[src/design/pmr_pkg.sv]
// package: offsets, field positions, reset values and carrier types of the phy register view
package pmr_pkg;

    // ********************************
    // bus geometry
    // ********************************
    localparam int          ADDR_W         = 8;
    localparam int          DATA_W         = 16;

    // ********************************
    // register offsets within a bank, and bank bases
    // ********************************
    localparam logic [7:0]  OFF_P2_CONTROL = 8'h00;
    localparam logic [7:0]  OFF_IDENT_LOW  = 8'h04;
    localparam logic [7:0]  OFF_IDENT_HIGH = 8'h06;
    localparam logic [7:0]  OFF_ADVERTISE  = 8'h08;
    localparam logic [7:0]  OFF_PARTNER    = 8'h0A;
    localparam logic [7:0]  BANK_P1_BASE   = 8'h00;
    localparam logic [7:0]  BANK_P2_BASE   = 8'h10;

    // ********************************
    // advertisement and partner ability fields
    // ********************************
    localparam int          ABL_PAUSE_BIT  = 10;
    localparam int          ABL_RSVD9_BIT  = 9;
    localparam int          ABL_CAP_HI     = 8;
    localparam int          ABL_CAP_LO     = 5;
    localparam int          ABL_SEL_HI     = 4;
    localparam int          ABL_SEL_LO     = 0;
    localparam logic [4:0]  SELECTOR_VAL   = 5'h01;
    localparam logic        ADV_PAUSE_RST  = 1'b1;
    localparam logic [3:0]  ADV_CAP_RST    = 4'hF;
    localparam logic        ADV_RSVD9_RST  = 1'b0;

    // ********************************
    // port 2 basic control fields
    // ********************************
    localparam int          P2_LOOP_BIT    = 14;
    localparam int          P2_F100_BIT    = 13;
    localparam int          P2_ANEN_BIT    = 12;
    localparam int          P2_PDN_BIT     = 11;
    localparam int          P2_RSTAN_BIT   = 9;
    localparam int          P2_FFD_BIT     = 8;
    localparam int          P2_XALG_BIT    = 5;
    localparam int          P2_FMDIX_BIT   = 4;
    localparam int          P2_DMDIX_BIT   = 3;
    localparam int          P2_RSVD2_BIT   = 2;
    localparam int          P2_DTX_BIT     = 1;
    localparam int          P2_DLED_BIT    = 0;
    localparam logic [15:0] P2_CTL_RST     = 16'h1020;

    // ********************************
    // carrier types
    // ********************************
    typedef struct packed {
        logic       pause;
        logic [3:0] cap;     // 100 full, 100 half, 10 full, 10 half
    } pmr_ability_s;

    typedef struct packed {
        logic speed_100;
        logic full_duplex;
        logic failed;
    } pmr_an_result_s;

    typedef struct packed {
        logic far_loopback;
        logic force_100;
        logic an_enable;
        logic power_down;
        logic force_full;
        logic crossover_algorithm_select;
        logic force_mdix;
        logic disable_mdix;
        logic reserved_2;
        logic disable_tx;
        logic disable_led;
    } pmr_p2ctl_s;

    typedef enum logic [0:0] {
        RST_IDLE   = 1'b0,
        RST_LAUNCH = 1'b1
    } pmr_restart_e;

    // address hit on one register of one bank
    function automatic logic pmr_hit(input logic [7:0] addr,
                                     input logic [7:0] base,
                                     input logic [7:0] off);
        pmr_hit = (addr == (base | off));
    endfunction : pmr_hit

endpackage : pmr_pkg

[src/design/pmr_register_view.sv]
// module: mii-style register view for port 1 identity and negotiation, port 2 control
// What this block does
// RULE_01 - port 1 low identifier reads fixed; writes ignored
// RULE_02 - port 1 high identifier reads fixed; writes ignored
// RULE_03 - advertise pause bit, default one, shared storage
// RULE_04 - advertise four speed/duplex bits, default one
// RULE_05 - advertise unused bits zero; selector reads one; bit 9 is stored here and reads back as written
// RULE_06 - partner pause bit mirrors status, read-only
// RULE_07 - partner speed/duplex bits mirror status, read-only
// RULE_08 - partner unused bits zero; selector one; read-only
// RULE_09 - port 2 bit 14 loops port 1 traffic
// RULE_10 - port 2 autoneg enable, speed, duplex controls
// RULE_11 - writing restart bit restarts port 2 autoneg
// RULE_12 - bit 5 picks crossover detection algorithm
// RULE_13 - bits 3/4 disable auto crossover, force crossed
// RULE_14 - bit 1 disables the port 2 transmitter
// RULE_15 - forced speed/duplex only when autoneg off/failed; forced speed here applies only with autoneg off
// RULE_16 - bit 11 powers down, bit 0 kills LEDs
// RULE_17 - unsupported control bits read zero; bit 2 inert
// RULE_18 - restart bit clears itself once launched
//
// Chosen here: the strobed register port.
module pmr_register_view
    import pmr_pkg::*;
#(
    parameter logic [15:0] IDENT_LOW  = 16'hA5C3,   // arbitrary value
    parameter logic [15:0] IDENT_HIGH = 16'h005A    // arbitrary value
)
(
    input  wire logic               core_clk_in,
    input  wire logic               rst_in,
    input  wire logic [ADDR_W-1:0]  reg_addr_in,
    input  wire logic [DATA_W-1:0]  reg_wdata_in,
    input  wire logic               reg_wr_in,
    input  wire logic               reg_rd_in,
    output logic      [DATA_W-1:0]  reg_rdata_out,
    input  wire pmr_ability_s       partner_ability_in,
    input  wire pmr_an_result_s     p2_an_result_in,
    input  wire logic               p2_an_restart_ack_in,
    output pmr_ability_s            p1_advertise_out,
    output pmr_p2ctl_s              p2_ctl_out,
    output logic                    p2_an_restart_out,
    output logic                    p2_speed_100_out,
    output logic                    p2_full_duplex_out
);

    // ********************************
    // storage
    // ********************************
    pmr_ability_s       adv;
    pmr_ability_s       next_adv;
    logic               adv_rsvd9;
    logic               next_adv_rsvd9;
    pmr_p2ctl_s         p2ctl;
    pmr_p2ctl_s         next_p2ctl;
    logic [DATA_W-1:0]  rdata;
    logic [DATA_W-1:0]  next_rdata;
    logic               speed_100;
    logic               next_speed_100;
    logic               full_duplex;
    logic               next_full_duplex;
    logic               restart_pending;
    logic               restart_start;

    // decoded write strobes
    logic               wr_adv;
    logic               wr_p2ctl;

    // ********************************
    // address decode
    // ********************************
    // identifier and partner registers have no write decode at all, so writes vanish
    always_comb begin
        wr_adv   = 1'b0;
        wr_p2ctl = 1'b0;
        if (reg_wr_in && pmr_hit(reg_addr_in, BANK_P1_BASE, OFF_ADVERTISE)) begin
            wr_adv = 1'b1;
        end else if (reg_wr_in && pmr_hit(reg_addr_in, BANK_P2_BASE, OFF_P2_CONTROL)) begin
            wr_p2ctl = 1'b1;
        end
    end

    // ********************************
    // port 1 advertisement
    // ********************************
    // the same flops drive the negotiation engine, so there is one copy only
    always_comb begin
        next_adv       = adv;
        next_adv_rsvd9 = adv_rsvd9;
        if (wr_adv) begin
            next_adv.pause = reg_wdata_in[ABL_PAUSE_BIT];                 // RULE_03
            next_adv.cap   = reg_wdata_in[ABL_CAP_HI:ABL_CAP_LO];         // RULE_04
            next_adv_rsvd9 = reg_wdata_in[ABL_RSVD9_BIT];                 // RULE_05
        end
    end

    // advertisement register
    always_ff @(posedge core_clk_in or posedge rst_in) begin
        if (rst_in) begin
            adv.pause <= ADV_PAUSE_RST;                                   // RULE_03
            adv.cap   <= ADV_CAP_RST;                                     // RULE_04
            adv_rsvd9 <= ADV_RSVD9_RST;
        end else begin
            adv       <= next_adv;
            adv_rsvd9 <= next_adv_rsvd9;
        end
    end

    assign p1_advertise_out = adv;

    // ********************************
    // port 2 basic control
    // ********************************
    // restart is not stored here: it lives in the launcher and reads back from there
    always_comb begin
        next_p2ctl = p2ctl;
        if (wr_p2ctl) begin
            next_p2ctl.far_loopback = reg_wdata_in[P2_LOOP_BIT];          // RULE_09
            next_p2ctl.force_100    = reg_wdata_in[P2_F100_BIT];          // RULE_10
            next_p2ctl.an_enable    = reg_wdata_in[P2_ANEN_BIT];          // RULE_10
            next_p2ctl.force_full   = reg_wdata_in[P2_FFD_BIT];           // RULE_10
            next_p2ctl.power_down   = reg_wdata_in[P2_PDN_BIT];           // RULE_16
            next_p2ctl.crossover_algorithm_select = reg_wdata_in[P2_XALG_BIT]; // RULE_12
            next_p2ctl.force_mdix   = reg_wdata_in[P2_FMDIX_BIT];         // RULE_13
            next_p2ctl.disable_mdix = reg_wdata_in[P2_DMDIX_BIT];         // RULE_13
            next_p2ctl.reserved_2   = reg_wdata_in[P2_RSVD2_BIT];         // RULE_17
            next_p2ctl.disable_tx   = reg_wdata_in[P2_DTX_BIT];           // RULE_14
            next_p2ctl.disable_led  = reg_wdata_in[P2_DLED_BIT];          // RULE_16
        end
    end

    // control register, reset fields taken from the packed reset word
    always_ff @(posedge core_clk_in or posedge rst_in) begin
        if (rst_in) begin
            p2ctl.far_loopback <= P2_CTL_RST[P2_LOOP_BIT];
            p2ctl.force_100    <= P2_CTL_RST[P2_F100_BIT];
            p2ctl.an_enable    <= P2_CTL_RST[P2_ANEN_BIT];
            p2ctl.power_down   <= P2_CTL_RST[P2_PDN_BIT];
            p2ctl.force_full   <= P2_CTL_RST[P2_FFD_BIT];
            p2ctl.crossover_algorithm_select <= P2_CTL_RST[P2_XALG_BIT];
            p2ctl.force_mdix   <= P2_CTL_RST[P2_FMDIX_BIT];
            p2ctl.disable_mdix <= P2_CTL_RST[P2_DMDIX_BIT];
            p2ctl.reserved_2   <= P2_CTL_RST[P2_RSVD2_BIT];
            p2ctl.disable_tx   <= P2_CTL_RST[P2_DTX_BIT];
            p2ctl.disable_led  <= P2_CTL_RST[P2_DLED_BIT];
        end else begin
            p2ctl <= next_p2ctl;
        end
    end

    assign p2_ctl_out = p2ctl;

    // ********************************
    // restart of port 2 negotiation
    // ********************************
    // writing zero has no effect; only a one launches a restart
    assign restart_start = wr_p2ctl && reg_wdata_in[P2_RSTAN_BIT];  // RULE_11

    pmr_restart_launcher u_restart (
        .core_clk_in (core_clk_in),
        .rst_in      (rst_in),
        .start_in    (restart_start),
        .ack_in      (p2_an_restart_ack_in),
        .pending_out (restart_pending)
    );

    assign p2_an_restart_out = restart_pending;

    // ********************************
    // effective port 2 speed and duplex
    // ********************************
    // forced speed only without negotiation; forced duplex also after a failed negotiation
    always_comb begin
        next_speed_100   = p2ctl.an_enable ? p2_an_result_in.speed_100
                                           : p2ctl.force_100;           // RULE_15
        next_full_duplex = (!p2ctl.an_enable || p2_an_result_in.failed)
                           ? p2ctl.force_full
                           : p2_an_result_in.full_duplex;               // RULE_15
    end

    // resolved mode register
    always_ff @(posedge core_clk_in or posedge rst_in) begin
        if (rst_in) begin
            speed_100   <= 1'b0;
            full_duplex <= 1'b0;
        end else begin
            speed_100   <= next_speed_100;
            full_duplex <= next_full_duplex;
        end
    end

    assign p2_speed_100_out   = speed_100;
    assign p2_full_duplex_out = full_duplex;

    // ********************************
    // read path
    // ********************************
    // data stand for exactly the cycle after the strobe, zero otherwise and when unmapped
    always_comb begin
        next_rdata = '0;
        if (!reg_rd_in) begin
            next_rdata = '0;
        end else if (pmr_hit(reg_addr_in, BANK_P1_BASE, OFF_IDENT_LOW)) begin
            next_rdata = IDENT_LOW;                                       // RULE_01
        end else if (pmr_hit(reg_addr_in, BANK_P1_BASE, OFF_IDENT_HIGH)) begin
            next_rdata = IDENT_HIGH;                                      // RULE_02
        end else if (pmr_hit(reg_addr_in, BANK_P1_BASE, OFF_ADVERTISE)) begin
            next_rdata[ABL_PAUSE_BIT]          = adv.pause;               // RULE_03
            next_rdata[ABL_RSVD9_BIT]          = adv_rsvd9;
            next_rdata[ABL_CAP_HI:ABL_CAP_LO]  = adv.cap;                 // RULE_04
            next_rdata[ABL_SEL_HI:ABL_SEL_LO]  = SELECTOR_VAL;            // RULE_05
        end else if (pmr_hit(reg_addr_in, BANK_P1_BASE, OFF_PARTNER)) begin
            next_rdata[ABL_PAUSE_BIT]          = partner_ability_in.pause; // RULE_06
            next_rdata[ABL_CAP_HI:ABL_CAP_LO]  = partner_ability_in.cap;   // RULE_07
            next_rdata[ABL_SEL_HI:ABL_SEL_LO]  = SELECTOR_VAL;            // RULE_08
        end else if (pmr_hit(reg_addr_in, BANK_P2_BASE, OFF_P2_CONTROL)) begin
            next_rdata[P2_LOOP_BIT]  = p2ctl.far_loopback;
            next_rdata[P2_F100_BIT]  = p2ctl.force_100;
            next_rdata[P2_ANEN_BIT]  = p2ctl.an_enable;
            next_rdata[P2_PDN_BIT]   = p2ctl.power_down;
            next_rdata[P2_RSTAN_BIT] = restart_pending;                   // RULE_18
            next_rdata[P2_FFD_BIT]   = p2ctl.force_full;
            next_rdata[P2_XALG_BIT]  = p2ctl.crossover_algorithm_select;
            next_rdata[P2_FMDIX_BIT] = p2ctl.force_mdix;
            next_rdata[P2_DMDIX_BIT] = p2ctl.disable_mdix;
            next_rdata[P2_RSVD2_BIT] = p2ctl.reserved_2;                  // RULE_17
            next_rdata[P2_DTX_BIT]   = p2ctl.disable_tx;
            next_rdata[P2_DLED_BIT]  = p2ctl.disable_led;
        end
    end

    // read data register
    always_ff @(posedge core_clk_in or posedge rst_in) begin
        if (rst_in) begin
            rdata <= '0;
        end else begin
            rdata <= next_rdata;
        end
    end

    assign reg_rdata_out = rdata;

endmodule : pmr_register_view

[src/design/pmr_restart_launcher.sv]
// module: self-clearing auto-negotiation restart request for port 2
module pmr_restart_launcher
    import pmr_pkg::*;
(
    input  wire logic core_clk_in,
    input  wire logic rst_in,
    input  wire logic start_in,
    input  wire logic ack_in,
    output logic      pending_out
);

    pmr_restart_e state;
    pmr_restart_e next_state;

    // ********************************
    // next state
    // ********************************
    // a fresh start in the ack cycle keeps the request alive, so no restart is lost
    always_comb begin
        next_state = state;
        case (state)
            RST_IDLE: begin
                if (start_in) begin
                    next_state = RST_LAUNCH;             // RULE_11
                end
            end
            RST_LAUNCH: begin
                if (ack_in && !start_in) begin
                    next_state = RST_IDLE;               // RULE_18
                end
            end
            default: begin
                next_state = RST_IDLE;
            end
        endcase
    end

    // state register only
    always_ff @(posedge core_clk_in or posedge rst_in) begin
        if (rst_in) begin
            state <= RST_IDLE;
        end else begin
            state <= next_state;
        end
    end

    assign pending_out = (state == RST_LAUNCH);

endmodule : pmr_restart_launcher

[config.mk]
export PLATFORM = sky130hd
export DESIGN_NAME = pmr_register_view
export DESIGN_NICKNAME = d
export VERILOG_FILES = /design/src/design/pmr_pkg.sv /design/src/design/pmr_register_view.sv /design/src/design/pmr_restart_launcher.sv
export SDC_FILE = /design/constraint.sdc
export NUM_CORES = 1
export LEC_CHECK = 0
export BUFFER_PORTS_ARGS = -buffer_cell sky130_fd_sc_hd__buf_2
export CAP_MARGIN = 20
export CORE_MARGIN = 1.5
export CORE_UTILIZATION = 49
export DETAILED_ROUTE_END_ITERATION = 16
export HOLD_SLACK_MARGIN = 0.03
export PLACE_DENSITY = 0.9
export SLEW_MARGIN = 25
export SYNTH_ARGS = -nofsm -noshare
export SYNTH_HDL_FRONTEND = slang
export SYNTH_SLANG_ARGS = --single-unit
[constraint.sdc]
create_clock -name core_clk_in -period 3.7 [get_ports core_clk_in]
set_clock_uncertainty 0.05 [all_clocks]
set_input_delay 0.185 -clock core_clk_in [delete_from_list [all_inputs] [get_ports core_clk_in]]
set_output_delay 0.185 -clock core_clk_in [all_outputs]
set_load 0.01 [all_outputs]
Yosys cells after proc, flatten, opt, wreduce, memory -nomap -nowiden

Cells that the tools add are included.

Bits in registers: 36
Bits of input ports: 37
Output and inout bits: 35
Logic and storage cells: 53

Eq/ne operators: 5
Multiplexer cells: 22
Bitwise gates (word level): 1
Reduce and logical (&&, ||, !) cells: 7

Operator list:

| operator                                                        | number |
|---|---|
| 16-bit two-way mux                                              | 2 |
| 8-bit by 3-bit == test with 1-bit output, second input constant | 2 |
| 8-bit by 4-bit == test with 1-bit output, second input constant | 2 |
| 15-bit two-way mux                                              | 1 |
| 4-bit two-way mux                                               | 3 |
| 6-bit two-way mux                                               | 2 |
| 11-bit two-way mux                                              | 1 |
| 1-bit two-way mux                                               | 10 |
| 8-bit by 5-bit == test with 1-bit output, second input constant | 1 |
| 1-bit logical AND                                               | 4 |
| 2-bit two-way mux                                               | 2 |
| 1-bit logical NOT                                               | 2 |
| 1-bit case mux with 2 select lines                              | 1 |
| 1-bit logical OR                                                | 1 |
| 1-bit NOT                                                       | 1 |

Longest topological paths before layout

Gate-level depths: netlist of run 1.

Word-level depth: 9
Depth in mapped cells: 4
Depth with buffers taken out: 3

Cells and area by module

From an unflattened synthesis of run 1, not the netlist that was laid out.

Cells, all modules: 126
Area total of the unflattened synthesis: 1644.1 um2

Modules (own cells, without submodules):

| module               | instances | cells an instance | area each (um2) | seq. area each (um2) |
|---|---|---|---|---|
| pmr_register_view    | 1         | 122               | 1604.0          | 884.6 |
| pmr_restart_launcher | 1         | 4                 | 40.0            | 25.0 |

Least setup slack after synthesis of run 1

Ideal clock, no wire load.

Path kind: input-to-reg
Start point: in reg_addr_in[0]
End point: reg rdata[8] (netlist: reg_rdata_out[8])
Setup time: 0.101 ns
Data arrival time: 1.315 ns
Required time: 3.549 ns
Setup slack: 2.234 ns
Stages on the path: 3
Buffers on the path: 0
Path through: or4_4 > or4_4 > o32ai_1

Cells in the longest elaborated chain, start to end: 7
Elaborated cells between the ends (all ways): 11
Classes of those cells: 5 x eq/ne; 6 x mux

RTL lines:

| item                                     | line                     | text |
|---|---|---|
| start, declared                          | pmr_register_view.sv:32  | `input wire logic [ADDR_W-1:0] reg_addr_in,` |
| 8-bit by 5-bit == test with 1-bit output | pmr_pkg.sv:89            | `pmr_hit = (addr == (base \| off));` |
| 2-bit two-way mux                        | pmr_register_view.sv:216 | `end else if (pmr_hit(reg_addr_in, BANK_P2_BASE, OFF_P2_CONTROL)) begin` |
| 1-bit two-way mux                        | pmr_register_view.sv:212 | `end else if (pmr_hit(reg_addr_in, BANK_P1_BASE, OFF_PARTNER)) begin` |
| 11-bit two-way mux                       | pmr_register_view.sv:207 | `end else if (pmr_hit(reg_addr_in, BANK_P1_BASE, OFF_ADVERTISE)) begin` |
| 15-bit two-way mux                       | pmr_register_view.sv:205 | `end else if (pmr_hit(reg_addr_in, BANK_P1_BASE, OFF_IDENT_HIGH)) begin` |
| 16-bit two-way mux *                     | pmr_register_view.sv:203 | `end else if (pmr_hit(reg_addr_in, BANK_P1_BASE, OFF_IDENT_LOW)) begin` |
| 16-bit two-way mux *                     | pmr_register_view.sv:201 | `if (!reg_rd_in) begin` |
| via next_rdata[8]                        | pmr_register_view.sv:57  | `logic [DATA_W-1:0] next_rdata;` |
| end signal, assigned                     | pmr_register_view.sv:237 | `rdata <= next_rdata;` |
| end, declared                            | pmr_register_view.sv:56  | `logic [DATA_W-1:0] rdata;` |

The timed path passes the listed nets; every way through them passes the cells marked *.
A chain may end at the register's enable or synchronous reset.

Worst setup path in the final report of run 1

Start point: in reg_addr_in[0]
End point: reg u_restart.state (netlist: u_restart.pending_out)

Cells in the longest elaborated chain, start to end: 9
Elaborated cells between the ends (all ways): 12
Classes of those cells: 2 x eq/ne; 5 x mux; 5 x reduce/logical

RTL lines:

| item                                     | line                       | text |
|---|---|---|
| 8-bit by 5-bit == test with 1-bit output | pmr_pkg.sv:89              |  |
| 1-bit logical AND                        | pmr_register_view.sv:78    | `end else if (reg_wr_in && pmr_hit(reg_addr_in, BANK_P2_BASE, OFF_P2_CONTROL)) begin` |
| 1-bit two-way mux                        | pmr_register_view.sv:78    |  |
| 1-bit two-way mux *                      | pmr_register_view.sv:76    | `if (reg_wr_in && pmr_hit(reg_addr_in, BANK_P1_BASE, OFF_ADVERTISE)) begin` |
| 1-bit logical AND *                      | pmr_register_view.sv:157   | `assign restart_start = wr_p2ctl && reg_wdata_in[P2_RSTAN_BIT];` |
| 1-bit logical NOT                        | pmr_restart_launcher.sv:28 | `if (ack_in && !start_in) begin` |
| 1-bit logical AND                        | pmr_restart_launcher.sv:28 |  |
| 1-bit two-way mux                        | pmr_restart_launcher.sv:28 |  |
| 1-bit case mux with 2 select lines *     | pmr_restart_launcher.sv:21 | `case (state)` |
| via u_restart.next_state                 | pmr_restart_launcher.sv:13 | `pmr_restart_e next_state;` |
| end signal, assigned                     | pmr_restart_launcher.sv:43 | `state <= next_state;` |
| end, declared                            | pmr_restart_launcher.sv:12 | `pmr_restart_e state;` |

Marked as above.

==> results of run 1 <==
==> cells by family (layout without fill, tap and decap cells) <==
family / Yosys count / count (layout) / share of synthesized area
flops: 36 / 36 / 0.564
simple gates: 38 / 38 / 0.177
buf+inv: 10 / 104 / 0.0349
mux: 21 / 21 / 0.147
compound gates: 19 / 19 / 0.0769
==> cell usage in the layout (no fill, tap or decap), types with 2 or more instances in the layout <==
cell / count
dfstp_2: 7
inv_1: 5
nand3_1: 9
nor2b_1: 3
dlygate4sd3_1: 20
nor3_1: 2
or4_4: 2
nand4_1: 4
buf_2: 70
mux2_2: 21
a21oi_1: 9
nand3b_1: 3
clkinv_2: 2
a21o_1: 2
clkbuf_4: 5
dfrtp_1: 29
and3_1: 4
==> critical path: stages <==
cell,delay (ps)
buf_2,120
nor4_4,710
nand3_2,450
o22ai_1,220
dlygate4sd3_1,580
==> report_power, final <==
group | total, mW | internal, mW | switching (mW)
clock | 0.218 | 0.0903 | 0.128
sequential | 0.415 | 0.407 | 0.00813
combinational | 0.0988 | 0.0506 | 0.0482
total | 0.732 | 0.548 | 0.184
==> sequential cells by signal (all words and copies together) (netlist names) <==
register / cells
p2_speed_100_out: 1
u_restart.pending_out: 1
p2_ctl_out: 11
p2_full_duplex_out: 1
reg_rdata_out: 16
p1_advertise_out: 5
adv_rsvd9: 1
==> final cells by class <==
type                       count  area (sq um)  share of cell area
sequential                    36           910               0.405
multi-input combinational     78           646               0.287
timing repair buffer          91           558               0.248
tap                           44          55.1              0.0245
clock buffer                   6          51.3              0.0228
inverter                       5          18.8             0.00835
clock inverter                 2          10.0             0.00445
==> synthesized netlist by cell type (2+ instances only) <==
| cell type | number | area [sq um] |
|---|---|---|
| a21o_1 | 2 | 15.0 |
| a21oi_1 | 9 | 45.0 |
| and3_1 | 4 | 25.0 |
| buf_6 | 2 | 22.5 |
| clkbuf_1 | 2 | 7.51 |
| dfrtp_1 | 29 | 726 |
| dfstp_2 | 7 | 184 |
| inv_1 | 5 | 18.8 |
| mux2_2 | 21 | 236 |
| nand3_1 | 9 | 45.0 |
| nand3b_1 | 3 | 22.5 |
| nand4_1 | 4 | 25.0 |
| nor2b_1 | 3 | 18.8 |
| nor3_1 | 2 | 10.0 |
| or4_4 | 2 | 22.5 |
==> what timing repair did <==
| action | in CTS | in global routing |
|---|---|---|
| hold buffers | 17 | 3 |
| gates resized for setup | 0 | 0 |
| endpoints found under the hold margin | 44 | 4 |
==> routing by layer <==
layer | GRT usage | up-vias | share of wire
met5 | 0 | - | 0
met4 | 0.152 | 0 | 0.040
met3 | 0.0832 | 13 | 0.060
met2 | 0.365 | 62 | 0.52
met1 | 0.296 | 664 | 0.38
li1 | - | 649 | -
==> final timing paths <==
kind / cells after the start / to / slack [ps]
worst min register to register: 1 / reg_rdata_out[2]$_DFF_PP0_ / 490
worst min-delay path: 2 / adv_rsvd9$_DFFE_PP0P_ / 50
max in group asynchronous: 4 / p2_ctl_out[8]$_DFFE_PP1P_ / 2830
worst max-delay path: 5 / u_restart.pending_out$_DFF_PP0_ / 1660
min in group asynchronous: 4 / reg_rdata_out[0]$_DFF_PP0_ / 430
worst max register to register: 3 / reg_rdata_out[8]$_DFF_PP0_ / 2240
==> summary.md, run 1 <==
| Metric | Value |
|---|---|
| Outcome | finished, final reports clean |
| Design Area, Final | 2250 sq um |
| Worst vdd ir | 0.000234 V |
| HP Class | in -> reg |
| Root buffer cell | clkbuf_4 |
| Post-synthesis async set-or-reset flop share | 1.00 |
| Vias in the first global route | 1318 |
| Post-synth net total | 161 |
| Die Span Y | 60.4 um |
| # setup viols final | 0 |
| Gpl congestion | 0.795 |
| Worst-Skew Late Latency | 340 ps |
| Startpoint types | input port |
| Die width | 60.4 um |
| Worst-Margin Slew | 775 ps |
| Final min period | 2040 ps |
| Max Freq | 490 MHz |
| CTS HTree Levels | 2 |
| PortBufs | 70 |
| Hold Violations, Final | 0 |
| Critical path peak fanout | 15 |
| Worst slew margin | 0.479 |
| Die area | 3640 sq um |
| Static leakage | 1.18 nW |
| Routed len/inst | 15.4 um |
| Fin cells | 262 |
| EDFF count, synth | 0 |
| Ys flop type | dfrtp_1 |
| Total of max-cap violations | 0 |
| Longest Clk Path Bufs | 2 |
| Crit path DAT | 2280 ps |
| CTS tree | built |
| Final HPWL DP | 2580 um |
| Routed vias | 1388 |
| Final Util | 0.730 |
| Net count, final | 254 |
| Final ANT Viol Nets | 0 |
| Hold Slack | 46.3 ps |
| Grt ovf | 0 |
| Crit path kind | in -> reg |
| Final WL | 4030 um |
| Nature of the critical path endpoint | register |
| Crit. Startpoint | reg_addr_in[0] |
| N_diodes | 0 |
| Synthesized area per cell | 13.0 sq um |
| Cells after Synth | 124 |
| Placed Instances | 234 |
| Count of pins over their slew limit | 0 |
| Synth warn | 0 |
| Sequential fraction of the synthesis area | 0.564 |
| Cell row count | 20 |
| Initial antenna violation count | 0 |
| RSZ-0062 raised after global routing | false |
| Yosys reg bits | 36 |
| Clock transition at the registers of the reported paths | 110 ps |
| PnR worst setup slack | 1660 ps |
| Layout cell share with drive strength beyond 1 | 0.518 |
| Hold Crit Start | reg_wdata_in[9] |
| Core area | 3080 sq um |
| Placement Cell Area | 1990 sq um |
| TritonRoute pass-1 iters | 4 |
| Cell area after synthesis | 1610 sq um |
| Via/cell ratio | 5.30 |
| Filler instances | 233 |
| GRT Util Overall | 0.241 |
| Initial DRC count | 59 |
| Period utilisation layout | 0.552 |
| CTS Buf Count | 5 |
| PwrDens | 326 nW/um^2 |
| Tot Pwr | 732 uW |
| Layout area overhead | 39.5% |
| DRC | 0 |
| Initial Util | 0.524 |
| DP Worst Slack | 1710 ps |
| Ports | 72 |
| First-pass GRT wire length | 6180 um |
| Synth unique cells | 35 |
| Setup_tns | 0 ps |
| Worst path required time | 3940 ps |
| # clock sinks | 36 |
| RR Startpoint | p1_advertise_out[3]$_DFFE_PP1P_ |
| Largest net degree at the start of global routing | 37 |
| Postcts setup bufs | 0 |
Note: power is estimated with default switching activity, not from simulation.
==> run 2: changes to the inputs <==
ABC_AREA = 1   (was default)
CORE_UTILIZATION = 42   (was 49)
PLACE_DENSITY = 0.82   (was 0.9)
clock period = 1.6 ns   (was 3.7 ns; I/O delays follow)
==> summary.md, run 2 <==
| Metric | Value |
|---|---|
| Startpoint types | register |
| Worst vdd ir | 0.000450 V |
| Routed len/inst | 11.3 um |
| Slowest stage delay, CP | 560 ps |
| # setup viols final | 0 |
| Worst path required time | 1770 ps |
| Synthesized area per cell | 8.48 sq um |
| Synth top area share | 0.430 |
| Post-synth net total | 236 |
| Longest Clk Path Bufs | 2 |
| Net count, final | 335 |
| Grt ovf | 0 |
| Setup_tns | 0 ps |
| Crit path kind | reg -> reg |
| Clock transition at the registers of the reported paths | 70 ps |
| Static leakage | 1.40 nW |
| RSZ-0062 raised after global routing | false |
| Worst slew margin | 0.721 |
| Yosys reg bits | 36 |
| Outcome | finished, final reports clean |
| Die Span Y | 66.4 um |
| Critical path peak fanout | 4 |
| Initial DRC count | 116 |
| Filler instances | 312 |
| Area contributors post-synth | dfrtp_1 43%, nand2_1 13%, dfstp_2 11% |
| Synth unique cells | 23 |
| HP Class | in -> reg |
| PnR worst setup slack | 81.6 ps |
| First-pass GRT wire length | 6840 um |
| Crit path cell chain | inv_2 > nor2_4 > nand2_1 > dlygate4sd3_1 > o21ai_1 |
| Cell area after synthesis | 1690 sq um |
| DP Worst Slack | 425 ps |
| EDFF count, synth | 0 |
| Post-synthesis async set-or-reset flop share | 1.00 |
| Layout area overhead | 44.4% |
| Final HPWL DP | 2870 um |
| Synth warn | 0 |
| Cell row count | 22 |
| DRC | 0 |
| Most frequent cells in the layout | 70 x buf_2, 59 x nand2_1, 29 x dfrtp_1, 23 x dlygate4sd3_1, 22 x inv_1 |
| PortBufs | 70 |
| Initial antenna violation count | 0 |
| Via/cell ratio | 4.57 |
| TritonRoute pass-1 iters | 4 |
| Die area | 4410 sq um |
| Max reg flops | 16 |
| Cells after Synth | 199 |
| Final ANT Viol Nets | 0 |
| Worst-Margin Slew | 419 ps |
| Period utilisation layout | 0.949 |
| CTS Buf Count | 5 |
| Ports | 72 |
| Tot Pwr | 1.97 mW |
| Top cells by count, synth | 59 x nand2_1, 29 x dfrtp_1, 23 x inv_1 |
| CTS tree | built |
| Final WL | 3940 um |
| CTS HTree Levels | 2 |
| Slowest-stage cell, CP | dfstp_2 |
| Crit path DAT | 1690 ps |
| # clock sinks | 36 |
| Total of max-cap violations | 0 |
| GRT Util Overall | 0.209 |
| Max Freq | 659 MHz |
| Sequential fraction of the synthesis area | 0.539 |
| Nature of the critical path endpoint | register |
| Root buffer cell | clkbuf_8 |
| Ys flop type | dfrtp_1 |
| Final min period | 1520 ps |
| Top-count cell post-synth | nand2_1 |
| Count of pins over their slew limit | 0 |
| Largest net degree at the start of global routing | 37 |
| Gpl congestion | 0.883 |
| Vias in the first global route | 1615 |
| Core area | 3770 sq um |
| Routed vias | 1591 |
| Die width | 66.4 um |
| Synth area leader | dfrtp_1 |
| PwrDens | 806 nW/um^2 |
| Worst-Skew Late Latency | 290 ps |
| Layout cell share with drive strength beyond 1 | 0.385 |
| Hold Violations, Final | 0 |
| Commonest non-fill, non-tap cell in the layout | buf_2 |
| Initial Util | 0.448 |
## run 2: power breakdown
| group | internal (mW) | switching (mW) | leakage, nW |
|---|---|---|---|
| sequential | 0.941 | 0.0180 | 0.475 |
| combinational | 0.108 | 0.114 | 0.875 |
| clock | 0.461 | 0.323 | 0.0541 |
| total | 1.51 | 0.456 | 1.40 |
## run 2: worst paths after layout
kind | slack (ps) | cells past startpoint | to | startpoint
max reg2reg | 80 | 5 | p2_full_duplex_out$_DFF_PP0_ | p2_ctl_out[8]$_DFFE_PP1P_
min in group asynchronous | 370 | 4 | reg_rdata_out[12]$_DFF_PP0_ | rst_in
min reg2reg | 430 | 2 | p1_advertise_out[2]$_DFFE_PP1P_ | p1_advertise_out[2]$_DFFE_PP1P_
min | 90 | 5 | reg_rdata_out[6]$_DFF_PP0_ | partner_ability_in[1]
max | 80 | 5 | p2_full_duplex_out$_DFF_PP0_ | p2_ctl_out[8]$_DFFE_PP1P_
max in group asynchronous | 800 | 4 | p1_advertise_out[3]$_DFFE_PP1P_ | rst_in
## run 2: final cells by class
cell class,instances,area [sq um],area share
Tap cell,48,60.1,0.0246
Inverter,30,116,0.0477
Multi-Input combinational cell,130,642,0.263
Clock buffer,5,68.8,0.0282
Antenna cell,1,2.50,0.00103
Timing Repair Buffer,95,596,0.244
Sequential cell,36,910,0.373
Clock inverter,3,42.5,0.0175
## run 2: timing repair
item / in CTS / in global routing
hold buffers: 23 / 0
endpoints found under the setup margin: 0 / 1
hold endpoints to repair: 49 / 0
buffers inserted: 0 / 1
gates resized for setup: 0 / 4
## run 2: cell families (layout without fill, tap and decap cells)
| kind of cell | after synthesis | count (layout) | synth area share |
|---|---|---|---|
| AND/OR/NAND/NOR | 115 | 115 | 0.321 |
| flip-flops | 36 | 36 | 0.539 |
| AO/OA/AOI/OAI | 15 | 15 | 0.0549 |
| buffers and inverters | 33 | 133 | 0.0852 |
| other | 0 | 1 | 0 |
## run 2: routing by layer
layer  global-route usage  share of wire  wire (um)  vias up
met5                    0              0          0        -
met4                0.122          0.024         93        0
met3               0.0426          0.050        197        9
met2                0.345           0.51       2030       54
met1                0.250           0.41       1620      725
li1                     -              -          -      803
## run 2: stage by stage
step | utilization | cell area [sq um] | hold slack (ps) | instances
after floorplan | - | 1690 | 124 | 199
after global placement | 0.551 | 2080 | 150 | 315
after detailed placement | 0.551 | 2080 | 147 | 315
after CTS | 0.642 | 2420 | 79.9 | 346
after global routing | 0.646 | 2430 | 87.5 | 347
final | 0.646 | 2440 | 90.5 | 348
## run 2: worst max-delay path: cells and delay by family (launching register included)
kind	cells	cell delay, ps
buf+inv	2	610
flops	1	560
simple gates	2	160
compound gates	1	70
